### config.mk
export PLATFORM = sky130hd
export DESIGN_NAME = uema_top
export DESIGN_NICKNAME = d
export VERILOG_FILES = /design/src/hw/uema_pkg.sv /design/src/hw/uema_top.sv
export SDC_FILE = /design/constraint.sdc
export NUM_CORES = 1
export LEC_CHECK = 0
export BUFFER_PORTS_ARGS = -buffer_cell sky130_fd_sc_hd__clkbuf_2
export CAP_MARGIN = 25
export CORE_MARGIN = 2
export CORE_UTILIZATION = 35
export CTS_BUF_LIST = sky130_fd_sc_hd__clkbuf_4 sky130_fd_sc_hd__clkbuf_8 sky130_fd_sc_hd__clkbuf_16
export DETAILED_ROUTE_END_ITERATION = 6
export GPL_ROUTABILITY_DRIVEN = 0
export SLEW_MARGIN = 20
export SYNTH_ARGS = -nofsm -noshare
export SYNTH_HDL_FRONTEND = slang
export SYNTH_SLANG_ARGS = --single-unit
export TNS_END_PERCENT = 50
### constraint.sdc
create_clock -name clock -period 1.69 [get_ports clock]
set_clock_uncertainty 0.1 [all_clocks]
set_input_delay 0.0845 -clock clock [delete_from_list [all_inputs] [get_ports clock]]
set_output_delay 0.0845 -clock clock [all_outputs]
set_load 0.02 [all_outputs]
### src/hw/uema_pkg.sv
package uema_pkg;

    // register byte offsets
    localparam logic [7:0] UEMA_OFF_ERR_IRQ_EN   = 8'h00;
    localparam logic [7:0] UEMA_OFF_DEV_ADDR     = 8'h04;
    localparam logic [7:0] UEMA_OFF_FRAME_LOW    = 8'h08;
    localparam logic [7:0] UEMA_OFF_FRAME_HIGH   = 8'h0c;
    localparam logic [7:0] UEMA_OFF_ERR_STATUS   = 8'h10;
    localparam logic [7:0] UEMA_OFF_ERR_CLEAR    = 8'h14;
    localparam logic [7:0] UEMA_OFF_USB_IRQ_EN   = 8'h18;

    // error bit positions
    localparam int UEMA_BIT_PID       = 0;
    localparam int UEMA_BIT_CRC5_EOF  = 1;
    localparam int UEMA_BIT_CRC16     = 2;
    localparam int UEMA_BIT_FIELD     = 3;
    localparam int UEMA_BIT_TURN      = 4;
    localparam int UEMA_BIT_DMA       = 5;
    localparam int UEMA_BIT_BUSMATRIX = 6;
    localparam int UEMA_BIT_BITSTUFF  = 7;

    // address register fields
    localparam int UEMA_BIT_LOW_SPEED = 7;

    // master error irq enable position in the usb irq enable register
    localparam int UEMA_BIT_ERR_MASTER = 1;

    // reset values
    localparam logic [7:0]  UEMA_RST_ERR_EN   = 8'h00;
    localparam logic [7:0]  UEMA_RST_ADDR     = 8'h00;
    localparam logic [10:0] UEMA_RST_FRAME    = 11'h000;
    localparam logic [7:0]  UEMA_RST_STATUS   = 8'h00;
    localparam logic [7:0]  UEMA_RST_USB_IE   = 8'h00;

    typedef struct packed {
        logic        psel;
        logic        penable;
        logic        pwrite;
        logic [7:0]  paddr;
        logic [31:0] pwdata;
    } uema_apb_req_t;

    typedef struct packed {
        logic        pready;
        logic        pslverr;
        logic [31:0] prdata;
    } uema_apb_rsp_t;

    typedef struct packed {
        logic        sof_valid;
        logic [10:0] frame_number;
    } uema_sof_t;

endpackage

### src/hw/uema_top.sv
`timescale 1ns/100ps
// Functional notes
// - bit 7 enables bit stuff error interrupt
// - bit 6 enables bus matrix error interrupt
// - bit 5 enables DMA error interrupt
// - bit 4 enables turnaround timeout interrupt
// - bit 3 enables field size error interrupt
// - bit 2 enables data CRC failure interrupt
// - bit 1 token CRC (device) or EOF (host)
// - bit 0 enables PID check failure interrupt
// - errors reach usb flag only with master enable
// - bits 31 to 8 read zero
// - address bit 7 selects low speed token
// - address bits 6:0 hold device address
// - frame low register shows frame bits 7:0
// - frame number captured on every SOF token
// - frame high register shows frame bits 10:8
module uema_top (
    // clock and reset
    input  wire logic                    clock,
    input  wire logic                    rst,
    // apb slave
    input  wire uema_pkg::uema_apb_req_t apb_req,
    output uema_pkg::uema_apb_rsp_t      apb_rsp,
    // error events from the usb engine, one-cycle pulses
    input  wire logic [7:0]              err_event,
    input  wire logic                    host_mode,
    // received start-of-frame token
    input  wire uema_pkg::uema_sof_t     sof_in,
    // settings toward the usb engine
    output logic [6:0]                   device_address,
    output logic                         low_speed_token_sel,
    // interrupts
    output logic                         usb_error_irq,
    output logic                         usb_irq_flag
);
    import uema_pkg::*;

    // bus strobes and address decode
    logic        wr_en;
    logic        rd_en;
    logic        wr_err_en;
    logic        wr_addr;
    logic        wr_clear;
    logic        wr_usb_ie;
    logic        wr_hit;
    logic        rd_hit;
    logic [31:0] rd_word;

    // register state and next values
    logic [7:0]  err_en_q;
    logic [7:0]  err_en_d;
    logic [7:0]  addr_q;
    logic [7:0]  addr_d;
    logic [10:0] frame_q;
    logic [10:0] frame_d;
    logic [7:0]  status_q;
    logic [7:0]  status_d;
    logic [7:0]  usb_ie_q;
    logic [7:0]  usb_ie_d;
    logic [31:0] rdata_q;
    logic [31:0] rdata_d;
    logic        slverr_q;
    logic        slverr_d;

    // named views of the flags and their enables
    logic        bitstuff_err_flag;
    logic        bus_matrix_err_flag;
    logic        dma_err_flag;
    logic        turnaround_timeout_flag;
    logic        field_size_err_flag;
    logic        data_crc_fail_flag;
    logic        token_crc_err_flag;
    logic        pid_check_fail_flag;
    logic        bitstuff_err_irq_en;
    logic        bus_matrix_err_irq_en;
    logic        dma_err_irq_en;
    logic        turnaround_timeout_irq_en;
    logic        field_size_err_irq_en;
    logic        data_crc_fail_irq_en;
    logic        token_crc_err_irq_en;
    logic        frame_end_err_irq_en;
    logic        pid_check_fail_irq_en;
    logic        usb_error_irq_master_en;
    logic [7:0]  ev_mapped;
    logic [7:0]  err_masked;

    // a write lands at the access edge
    assign wr_en = apb_req.psel && apb_req.penable && apb_req.pwrite;
    // read data is taken in setup so it is registered by the access edge
    assign rd_en = apb_req.psel && !apb_req.penable && !apb_req.pwrite;

    always_comb begin
        wr_err_en = wr_en && (apb_req.paddr == UEMA_OFF_ERR_IRQ_EN);
        wr_addr   = wr_en && (apb_req.paddr == UEMA_OFF_DEV_ADDR);
        wr_clear  = wr_en && (apb_req.paddr == UEMA_OFF_ERR_CLEAR);
        wr_usb_ie = wr_en && (apb_req.paddr == UEMA_OFF_USB_IRQ_EN);
        wr_hit    = wr_err_en || wr_addr || wr_clear || wr_usb_ie;
    end

    // bit 1 carries the token crc error in device mode and the frame end
    // error in host mode; the engine puts the right one on that line
    always_comb begin
        ev_mapped = err_event;
        ev_mapped[UEMA_BIT_CRC5_EOF] = err_event[UEMA_BIT_CRC5_EOF];
    end

    always_comb begin
        bitstuff_err_flag         = status_q[UEMA_BIT_BITSTUFF];
        bus_matrix_err_flag       = status_q[UEMA_BIT_BUSMATRIX];
        dma_err_flag              = status_q[UEMA_BIT_DMA];
        turnaround_timeout_flag   = status_q[UEMA_BIT_TURN];
        field_size_err_flag       = status_q[UEMA_BIT_FIELD];
        data_crc_fail_flag        = status_q[UEMA_BIT_CRC16];
        token_crc_err_flag        = status_q[UEMA_BIT_CRC5_EOF];
        pid_check_fail_flag       = status_q[UEMA_BIT_PID];
        bitstuff_err_irq_en       = err_en_q[UEMA_BIT_BITSTUFF];
        bus_matrix_err_irq_en     = err_en_q[UEMA_BIT_BUSMATRIX];
        dma_err_irq_en            = err_en_q[UEMA_BIT_DMA];
        turnaround_timeout_irq_en = err_en_q[UEMA_BIT_TURN];
        field_size_err_irq_en     = err_en_q[UEMA_BIT_FIELD];
        data_crc_fail_irq_en      = err_en_q[UEMA_BIT_CRC16];
        token_crc_err_irq_en      = err_en_q[UEMA_BIT_CRC5_EOF] && !host_mode;
        frame_end_err_irq_en      = err_en_q[UEMA_BIT_CRC5_EOF] && host_mode;
        pid_check_fail_irq_en     = err_en_q[UEMA_BIT_PID];
        usb_error_irq_master_en   = usb_ie_q[UEMA_BIT_ERR_MASTER];
    end

    // error interrupt enable register
    always_comb begin
        err_en_d = err_en_q;
        if (wr_err_en) begin
            err_en_d = apb_req.pwdata[7:0];
        end
    end

    always_ff @(posedge clock or posedge rst) begin
        if (rst) begin
            err_en_q <= UEMA_RST_ERR_EN;
        end else begin
            err_en_q <= err_en_d;
        end
    end

    // address register: speed select on top, device address below
    always_comb begin
        addr_d = addr_q;
        if (wr_addr) begin
            addr_d = apb_req.pwdata[7:0];
        end
    end

    always_ff @(posedge clock or posedge rst) begin
        if (rst) begin
            addr_q <= UEMA_RST_ADDR;
        end else begin
            addr_q <= addr_d;
        end
    end

    // frame number, taken whole on each start-of-frame token
    always_comb begin
        frame_d = frame_q;
        if (sof_in.sof_valid) begin
            frame_d = sof_in.frame_number;
        end
    end

    always_ff @(posedge clock or posedge rst) begin
        if (rst) begin
            frame_q <= UEMA_RST_FRAME;
        end else begin
            frame_q <= frame_d;
        end
    end

    // one sticky flag per source; an event wins over a clear in one cycle
    for (genvar gi = 0; gi < 8; gi++) begin : g_flag
        always_comb begin
            status_d[gi] = status_q[gi];
            if (wr_clear && apb_req.pwdata[gi]) begin
                status_d[gi] = 1'b0;
            end
            if (ev_mapped[gi]) begin
                status_d[gi] = 1'b1;
            end
        end
    end

    always_ff @(posedge clock or posedge rst) begin
        if (rst) begin
            status_q <= UEMA_RST_STATUS;
        end else begin
            status_q <= status_d;
        end
    end

    // usb interrupt enable register, bit 1 passes error interrupts on
    always_comb begin
        usb_ie_d = usb_ie_q;
        if (wr_usb_ie) begin
            usb_ie_d = apb_req.pwdata[7:0];
        end
    end

    always_ff @(posedge clock or posedge rst) begin
        if (rst) begin
            usb_ie_q <= UEMA_RST_USB_IE;
        end else begin
            usb_ie_q <= usb_ie_d;
        end
    end

    // read mux; unimplemented upper bits stay zero
    always_comb begin
        rd_word = 32'h0000_0000;
        rd_hit  = 1'b1;
        case (apb_req.paddr)
            UEMA_OFF_ERR_IRQ_EN: rd_word[7:0] = err_en_q;
            UEMA_OFF_DEV_ADDR:   rd_word[7:0] = addr_q;
            UEMA_OFF_FRAME_LOW:  rd_word[7:0] = frame_q[7:0];
            UEMA_OFF_FRAME_HIGH: rd_word[2:0] = frame_q[10:8];
            UEMA_OFF_ERR_STATUS: rd_word[7:0] = status_q;
            UEMA_OFF_ERR_CLEAR:  rd_word = 32'h0000_0000;
            UEMA_OFF_USB_IRQ_EN: rd_word[7:0] = usb_ie_q;
            default:             rd_hit = 1'b0;
        endcase
    end

    // read data and its error are captured in setup; the data stands until the next read, the error for one cycle
    always_comb begin
        rdata_d  = rdata_q;
        slverr_d = 1'b0;
        if (rd_en) begin
            rdata_d  = rd_word;
            slverr_d = !rd_hit;
        end
    end

    always_ff @(posedge clock or posedge rst) begin
        if (rst) begin
            rdata_q  <= 32'h0000_0000;
            slverr_q <= 1'b0;
        end else begin
            rdata_q  <= rdata_d;
            slverr_q <= slverr_d;
        end
    end

    // each enable bit gates its own latched flag; bit 1 follows the mode
    always_comb begin
        err_masked = status_q & err_en_q;
        err_masked[UEMA_BIT_CRC5_EOF] = token_crc_err_flag &&
            (token_crc_err_irq_en || frame_end_err_irq_en);
        usb_error_irq = |err_masked;
    end
    assign usb_irq_flag = usb_error_irq && usb_error_irq_master_en;

    assign device_address      = addr_q[6:0];
    assign low_speed_token_sel = addr_q[UEMA_BIT_LOW_SPEED];

    // zero wait states; a write error is flagged in the access cycle
    always_comb begin
        apb_rsp.pready  = 1'b1;
        apb_rsp.prdata  = rdata_q;
        apb_rsp.pslverr = slverr_q;
        if (apb_req.pwrite) begin
            apb_rsp.pslverr = apb_req.psel && apb_req.penable && !wr_hit;
        end
    end
endmodule

Word level (Yosys, flattened, before mapping). Cells that the tools add are included.

Bits in latches: 0. Memories kept: 0. Word-level logic and storage cells: 83. Bits in writable memories: 0. Memory bits (read-only): 0. Output and inout bits: 44. Flip-flop bits (word level): 52. Input bits: 66.

Order comparisons: 0. Eq/ne operators: 6. Multiply operators: 0. $add $sub $neg: 0. Div/mod/pow operators: 0. Shifts and indexed selects: 0. Muxes and demuxes: 21. Bitwise gates (word level): 1. Reduce and logical (&&, ||, !) cells: 41.

Operator list (count): one-hot mux 5 bit (5 select lines) (1); equality test 8 x 5 -> 1 bit (second input constant) (3); logical AND 1 bit (21); two-way mux 1 bit (19); one-hot mux 3 bit (6 select lines) (1); equality test 8 x 4 -> 1 bit (second input constant) (2); nonzero test 2 bit (8); AND 8 bit (1); equality test 8 x 3 -> 1 bit (second input constant) (1); logical NOT 8 bit (1); OR reduction 8 bit (1); OR reduction 7 bit (1); logical NOT 1 bit (5); logical OR 1 bit (4).

Depth between registers and ports, before layout. Gate-level depths: netlist of run 1.

Depth in word-level cells: 9. Gate-level depth with buffers: 5. Gate-level depth less buffers: 3.

Worst setup path before layout of run 1. No wires, ideal clock.

Path kind: input to register. From: in apb_req[34] (netlist bit). To: reg err_en_q[0]. Setup time: 0.125 ns. Setup slack: -0.115 ns. Stages: 5. Buffers on the path: 2. Arrival time: 1.580 ns. Data required time: 1.465 ns. Cells stage by stage: buf_2 > or3_1 > or4_4 > buf_6 > mux2_4.

Cells in the longest elaborated chain, start to end: 2.

RTL lines: start, declared (RTL line uema_top.sv:23) `input wire uema_pkg::uema_apb_req_t apb_req,`; logical NOT 8 bit (RTL line uema_top.sv:94) `wr_err_en = wr_en && (apb_req.paddr == UEMA_OFF_ERR_IRQ_EN);`; logical AND 1 bit (RTL line uema_top.sv:94); end signal, assigned (RTL line uema_top.sv:141) `err_en_q <= err_en_d;`; end, declared (RTL line uema_top.sv:51) `logic [7:0] err_en_q;`.

Every way passes these cells. A chain may end at the register's enable or synchronous reset.

==> flow_metrics.py, run 1 <==
metrics = {
    "clock_tree": {
        "cts_sinks": 52,
        "h-tree-depth": 2,
        "clock_latency_ps": 300,
        "cts_buffer_depth": 2,
        "path_clk_slew_ps": 90,
        "root_buffer": "clkbuf_8",
        "cts_buffers": 5,
        "cts_tree": "built",
    },
    "timing": {
        "timing.final.ws_setup_ps": 75.5,
        "tns_ps": 0,
        "setup_viol_count_final": 0,
        "min_period_over_period_pct": 95.5,
        "drv_slew": 0,
        "fin_crit_ps": 1610,
        "max_freq_ghz": 0.619,
        "finalHoldViolCount": 0,
    },
    "placement": {
        "portBuffers": 59,
        "pre_cts_ws_ps": -212,
        "dp_hpwl_um": 4950,
    },
    "setup_path": {
        "arrival_ps": 1430,
        "crit_path_end_kind": "output port",
        "reg2reg_depth": 2,
        "rr_startpoint": "err_en_q[7]",
        "cp-start-kind": "primary input",
        "required_ps": 1510,
        "worstPathMaxFanout": 4,
        "setup.worst_path.start": "apb_req[37]",
        "crit_type": "in2out",
    },
    "cells_and_area": {
        "area_growth_pct": 33.1,
        "final_nets": 386,
        "drive_above_1_share_pct": 45.5,
        "num_antenna_cells": 0,
    },
    "pwr": {
        "powerDensity_nw_per_um2": 678,
        "p_leak_nw": 1.76,
        "power.total_mw": 2.45,
        "ir_drop_mv": 0.519,
    },
    "routing": {
        "routed_wirelength_um": 6400,
        "via_count": 2040,
        "drt_iter0_drc": 88,
        "route.detailed.drc": 0,
        "routedWlPerCell_um": 15.1,
        "drt-pass1-iter-count": 4,
        "via_per_inst": 4.82,
        "antenna_left": 0,
    },
    "yosys": {
        "async_flop_share_pct": 100,
        "ys_warn_count": 0,
        "ys.flop_type": "dfrtp_1",
        "synth.avg_cell_area_um2": 12.9,
        "ys_types": 39,
        "synth_area_um2": 2710,
        "synth_edf_count": 0,
        "ys_seq_elements": 52,
        "seq_area_frac_synth_pct": 48.0,
        "netlist_instances": 210,
    },
    "run_status": {
        "status": "complete, no violations",
    },
    "job": {
        "drv_cap": 0,
    },
    "grt": {
        "overflow": 0,
        "antenna_found_initial": 0,
        "grt_pass1_vias": 2059,
        "grt_max_degree": 25,
        "grt_util_all_layers_pct": 15.9,
        "grt_pass1_wl_um": 10500,
    },
    "floorplanning": {
        "rows": 32,
        "initial_core_util_pct": 35.7,
        "pin_count": 110,
        "die_y_um": 92.0,
        "core_area_um2": 7610,
        "dieWidth_um": 92.0,
        "dieArea_um2": 8470,
    },
    "worst_hold_path": {
        "hp-start": "apb_req[32]",
        "hold_depth": 4,
        "hold_path.class": "in2reg",
    },
}
==> logic make-up (layout without fill, tap and decap cells) <==
family / count (synthesis) / after routing / share of synthesized area, %
AOI/OAI and AO/OA: 23 / 23 / 7.15
muxes: 46 / 46 / 23.4
xor gates and xnor gates: 1 / 1 / 0.323
other: 2 / 25 / 0.277
buffers and inverters: 43 / 131 / 9.82
and+or+nand+nor: 43 / 43 / 11.1
DFF: 52 / 52 / 48.0
==> what timing repair did <==
action                                  in CTS  in global routing
gates resized for setup                      0                  3
pin swaps                                    1                  3
endpoints found under the setup margin       1                  1
hold buffers                                28                  0
setup buffers                                0                  2
hold endpoints to repair                    61                  0
==> cell usage in the layout, fill, tap and decap left out, types with 2 or more instances in the layout <==
cell	synthesis	final
a21oi_1	2	2
mux4_2	8	8
clkbuf_8	0	6
mux2_4	8	8
o41ai_1	8	8
nand4_1	5	5
mux2i_1	3	3
clkbuf_2	0	59
nand2_1	4	4
nand3_1	2	2
o211ai_1	3	3
conb_1	2	25
and2_1	2	2
a221o_1	5	5
nor3_1	5	5
buf_12	0	2
a22oi_2	0	3
nand2b_1	8	8
mux2_2	26	26
and2_0	4	4
dfrtp_1	52	52
inv_1	10	9
buf_4	25	24
dlygate4sd3_1	0	28
==> synth_stat cells, drive strengths merged (2+ instances only) <==
cell     n  area [um2]
mux4     8         180
o211ai   3        22.5
nand2b   8        50.1
mux2    35         424
or3      2        12.5
o41ai    8        70.1
conb     2        7.51
and2     6        37.5
buf     30         218
mux2i    3        30.0
nand3    2        10.0
a221o    5        50.1
a22oi    4        30.0
nor4     2        33.8
nand4    5        31.3
inv     10        37.5
nand2    4        15.0
a21oi    2        10.0
dfrtp   52        1300
clkbuf   3        11.3
nor3     6        41.3
or4b     2        23.8
==> stage by stage <==
| step | instance area, um2 | hold WS, ps | instances | util, % |
|---|---|---|---|---|
| detailed placement | 3200 | 5.83 | 385 | 42.1 |
| global placement | 3200 | -0.675 | 385 | 42.1 |
| finish | 3610 | 114 | 423 | 47.5 |
| CTS | 3580 | 106 | 421 | 47.1 |
| floorplan | 2800 | 92.9 | 233 | - |
| global route | 3610 | 130 | 423 | 47.5 |
==> final timing paths <==
path | endpoint | slack [ps]
max in group asynchronous | usb_ie_q[3] | 760
worst max-delay path | apb_rsp[32] | 80
min in group asynchronous | err_en_q[5] | 220
worst min-delay path | slverr_q | 110
worst max register to register | rdata_q[7] | 260
worst min register to register | usb_ie_q[5] | 410
==> state kept, by name (all words and copies together), names as in the netlist <==
name / flops
addr_q: 8
err_en_q: 8
frame_q: 11
rdata_q: 8
slverr_q: 1
status_q: 8
usb_ie_q: 8
==> layout make-up <==
| class | instances | area [um2] |
|---|---|---|
| fill | 733 | 4000 |
| sequential | 52 | 1300 |
| multi-input combinational | 138 | 1250 |
| timing repair buffer | 113 | 796 |
| tap | 102 | 128 |
| clock buffer | 6 | 82.6 |
| inverter | 10 | 37.5 |
| clock inverter | 2 | 13.8 |
==> routing by layer <==
layer / share of wire, % / track usage (%) / vias to the layer above
li1: - / - / 947
met1: 44 / 21.2 / 1010
met2: 50 / 26.6 / 74
met3: 5.1 / 3.20 / 9
met4: 1.3 / 4.35 / 0
met5: 0 / 0 / -
==> power by group <==
group | switching [mW] | internal (mW)
registers | 0.0233 | 1.28
clock network | 0.411 | 0.336
logic | 0.203 | 0.194
total | 0.637 | 1.81
==> worst max-delay path: stages <==
cell and delay, ps:
clkbuf_2 90, or4b_4 540, buf_4 180, o41a_1 380
clkbuf_2 160
Power figures use the tool's default switching activity.
==> inputs of run 2 (changes only) <==
--- a/config.mk
+++ b/config.mk
@@ -7,7 +7,6 @@
 export LEC_CHECK = 0
 export BUFFER_PORTS_ARGS = -buffer_cell sky130_fd_sc_hd__clkbuf_2
 export CAP_MARGIN = 25
-export CORE_MARGIN = 2
 export CORE_UTILIZATION = 35
 export CTS_BUF_LIST = sky130_fd_sc_hd__clkbuf_4 sky130_fd_sc_hd__clkbuf_8 sky130_fd_sc_hd__clkbuf_16
 export DETAILED_ROUTE_END_ITERATION = 6
==> run 2 against run 1 <==
Compared with the run above:
- clock power increased by 0.7%
- largest cell class unchanged
- combinational power about the same
- global-route usage increased by 0.53 points
- critical path depth decreased by 1
- sequential cell count unchanged
- sequential share of layout area increased by 0.33 points
- design area decreased by 0.90%
- register-to-register slack got worse by 20 ps
- non-clock buffer count decreased by 2
==> flow_metrics.py, run 2 (synthesis results as in run 1) <==
metrics = {
    "run_status": {
        "status": "complete, no violations",
    },
    "pwr": {
        "power.total_mw": 2.45,
        "ir_drop_mv": 0.442,
        "p_leak_nw": 1.75,
        "powerDensity_nw_per_um2": 686,
    },
    "routing": {
        "routedWlPerCell_um": 15.2,
        "route.detailed.drc": 0,
        "drt_iter0_drc": 82,
        "routed_wirelength_um": 6370,
        "antenna_left": 0,
        "via_per_inst": 4.76,
        "via_count": 1988,
        "drt-pass1-iter-count": 4,
    },
    "floorplanning": {
        "dieArea_um2": 8110,
        "initial_core_util_pct": 36.8,
        "dieWidth_um": 90.0,
        "die_y_um": 90.0,
        "pin_count": 110,
        "core_area_um2": 7370,
        "rows": 31,
    },
    "setup_path": {
        "worstPathMaxFanout": 3,
        "arrival_ps": 1470,
        "cp_slowest_stage_delay_ps": 410,
        "cp-start-kind": "flip-flop",
        "required_ps": 1510,
        "crit_type": "reg2out",
        "crit_path_top_delay_cell": "dfrtp_1",
        "crit_family": "flip-flops",
        "cp_num_buf_inv": 1,
        "crit_path_end_kind": "output port",
        "cp_cell_sequence": "a22oi_1 -> nand4_1 -> and2_1 -> clkbuf_2",
    },
    "grt": {
        "use_met3_pct": 2.79,
        "antenna_found_initial": 0,
        "grt_util_all_layers_pct": 16.4,
        "grt_pass1_wl_um": 10400,
        "grt_pass1_vias": 1965,
        "met2_usage_pct": 26.3,
        "use_met1_pct": 23.3,
        "overflow": 0,
        "top_usage_layer": "met2",
        "grt_max_degree": 53,
    },
    "cells_and_area": {
        "num_antenna_cells": 0,
        "mostFrequentLayoutCells": "clkbuf_2, dfrtp_1, dlygate4sd3_1",
        "final_common_cell": "clkbuf_2",
        "area_growth_pct": 31.9,
        "largest_reg_flops": 11,
        "drive_above_1_share_pct": 44.5,
        "top_register": "frame_q",
        "final_nets": 384,
    },
    "clock_tree": {
        "cts_tree": "built",
        "root_buffer": "clkbuf_8",
        "clock_latency_ps": 310,
        "path_clk_slew_ps": 100,
        "cts_buffer_depth": 2,
        "h-tree-depth": 2,
        "cts_sinks": 52,
        "cts_buffers": 5,
    },
    "placement": {
        "portBuffers": 59,
        "dp_hpwl_um": 4560,
    },
    "timing": {
        "setup_viol_count_final": 0,
        "min_period_over_period_pct": 97.8,
        "timing.hold.ws_ps": 118,
        "max_freq_ghz": 0.605,
        "finalHoldViolCount": 0,
        "fin_crit_ps": 1650,
        "drv_slew": 0,
    },
    "job": {
        "drv_cap": 0,
    },
    "worst_hold_path": {
        "hold_path.class": "in2reg",
    },
}
[run 2: cell type report]
class                           instances  area (um2)
Fill cell                             681        3790
Sequential cell                        52        1300
Multi-Input combinational cell        138        1240
Timing Repair Buffer                  111         781
Tap cell                               99         124
Clock buffer                            7        83.8
Inverter                               10        37.5
Clock inverter                          1        8.76
[run 2: timing repair]
action / in CTS / in global routing
endpoints found under the hold margin: 95 / 0
hold buffers: 28 / 0
endpoints found under the setup margin: 0 / 1
resized for setup: 0 / 1
setup buffers: 0 / 1
[run 2: through the flow]
stage / std cells / setup WS [ps] / utilization (%) / setup TNS [ps] / area [um2]
2_1_floorplan: 233 / -93.6 / - / -1400 / 2800
3_3_place_gp: 381 / -194 / 43.3 / -4510 / 3190
3_5_place_dp: 381 / -200 / 43.3 / -4700 / 3190
4_1_cts: 417 / 5.49 / 48.4 / 0 / 3560
5_1_grt: 418 / -1.34 / 48.5 / -1.34 / 3580
6_report: 418 / 37.3 / 48.5 / 0 / 3580
[run 2: report_power, final]
group	total [mW]	switching (mW)	internal, mW	leakage (nW)
Clock	0.752	0.423	0.330	0.0493
Sequential	1.30	0.0210	1.28	0.658
Combinational	0.400	0.205	0.195	1.04
Total	2.45	0.649	1.81	1.75
[run 2: routing by layer]
layer / part of all wire (%) / vias to the layer above
li1: - / 941
met5: 0 / -
met2: 47 / 65
met1: 49 / 978
met4: 0.69 / 0
met3: 3.3 / 4
[run 2: path summary, 6_finish.rpt]
path	startpoint	to	slack (ps)	cells past startpoint
max	err_en_q[7]	usb_irq_flag	40	4
min	apb_req[35]	slverr_q	120	4
max reg2reg	status_q[7]	rdata_q[7]	240	2
min reg2reg	frame_q[0]	frame_q[0]	410	1
max in group asynchronous	rst	rdata_q[0]	1000	4
min in group asynchronous	rst	frame_q[5]	230	4
[run 2: worst reg2reg max path: stages (launching register included)]
cell     delay [ps]
dfrtp_1         420
mux4_2          470
a221o_1         350
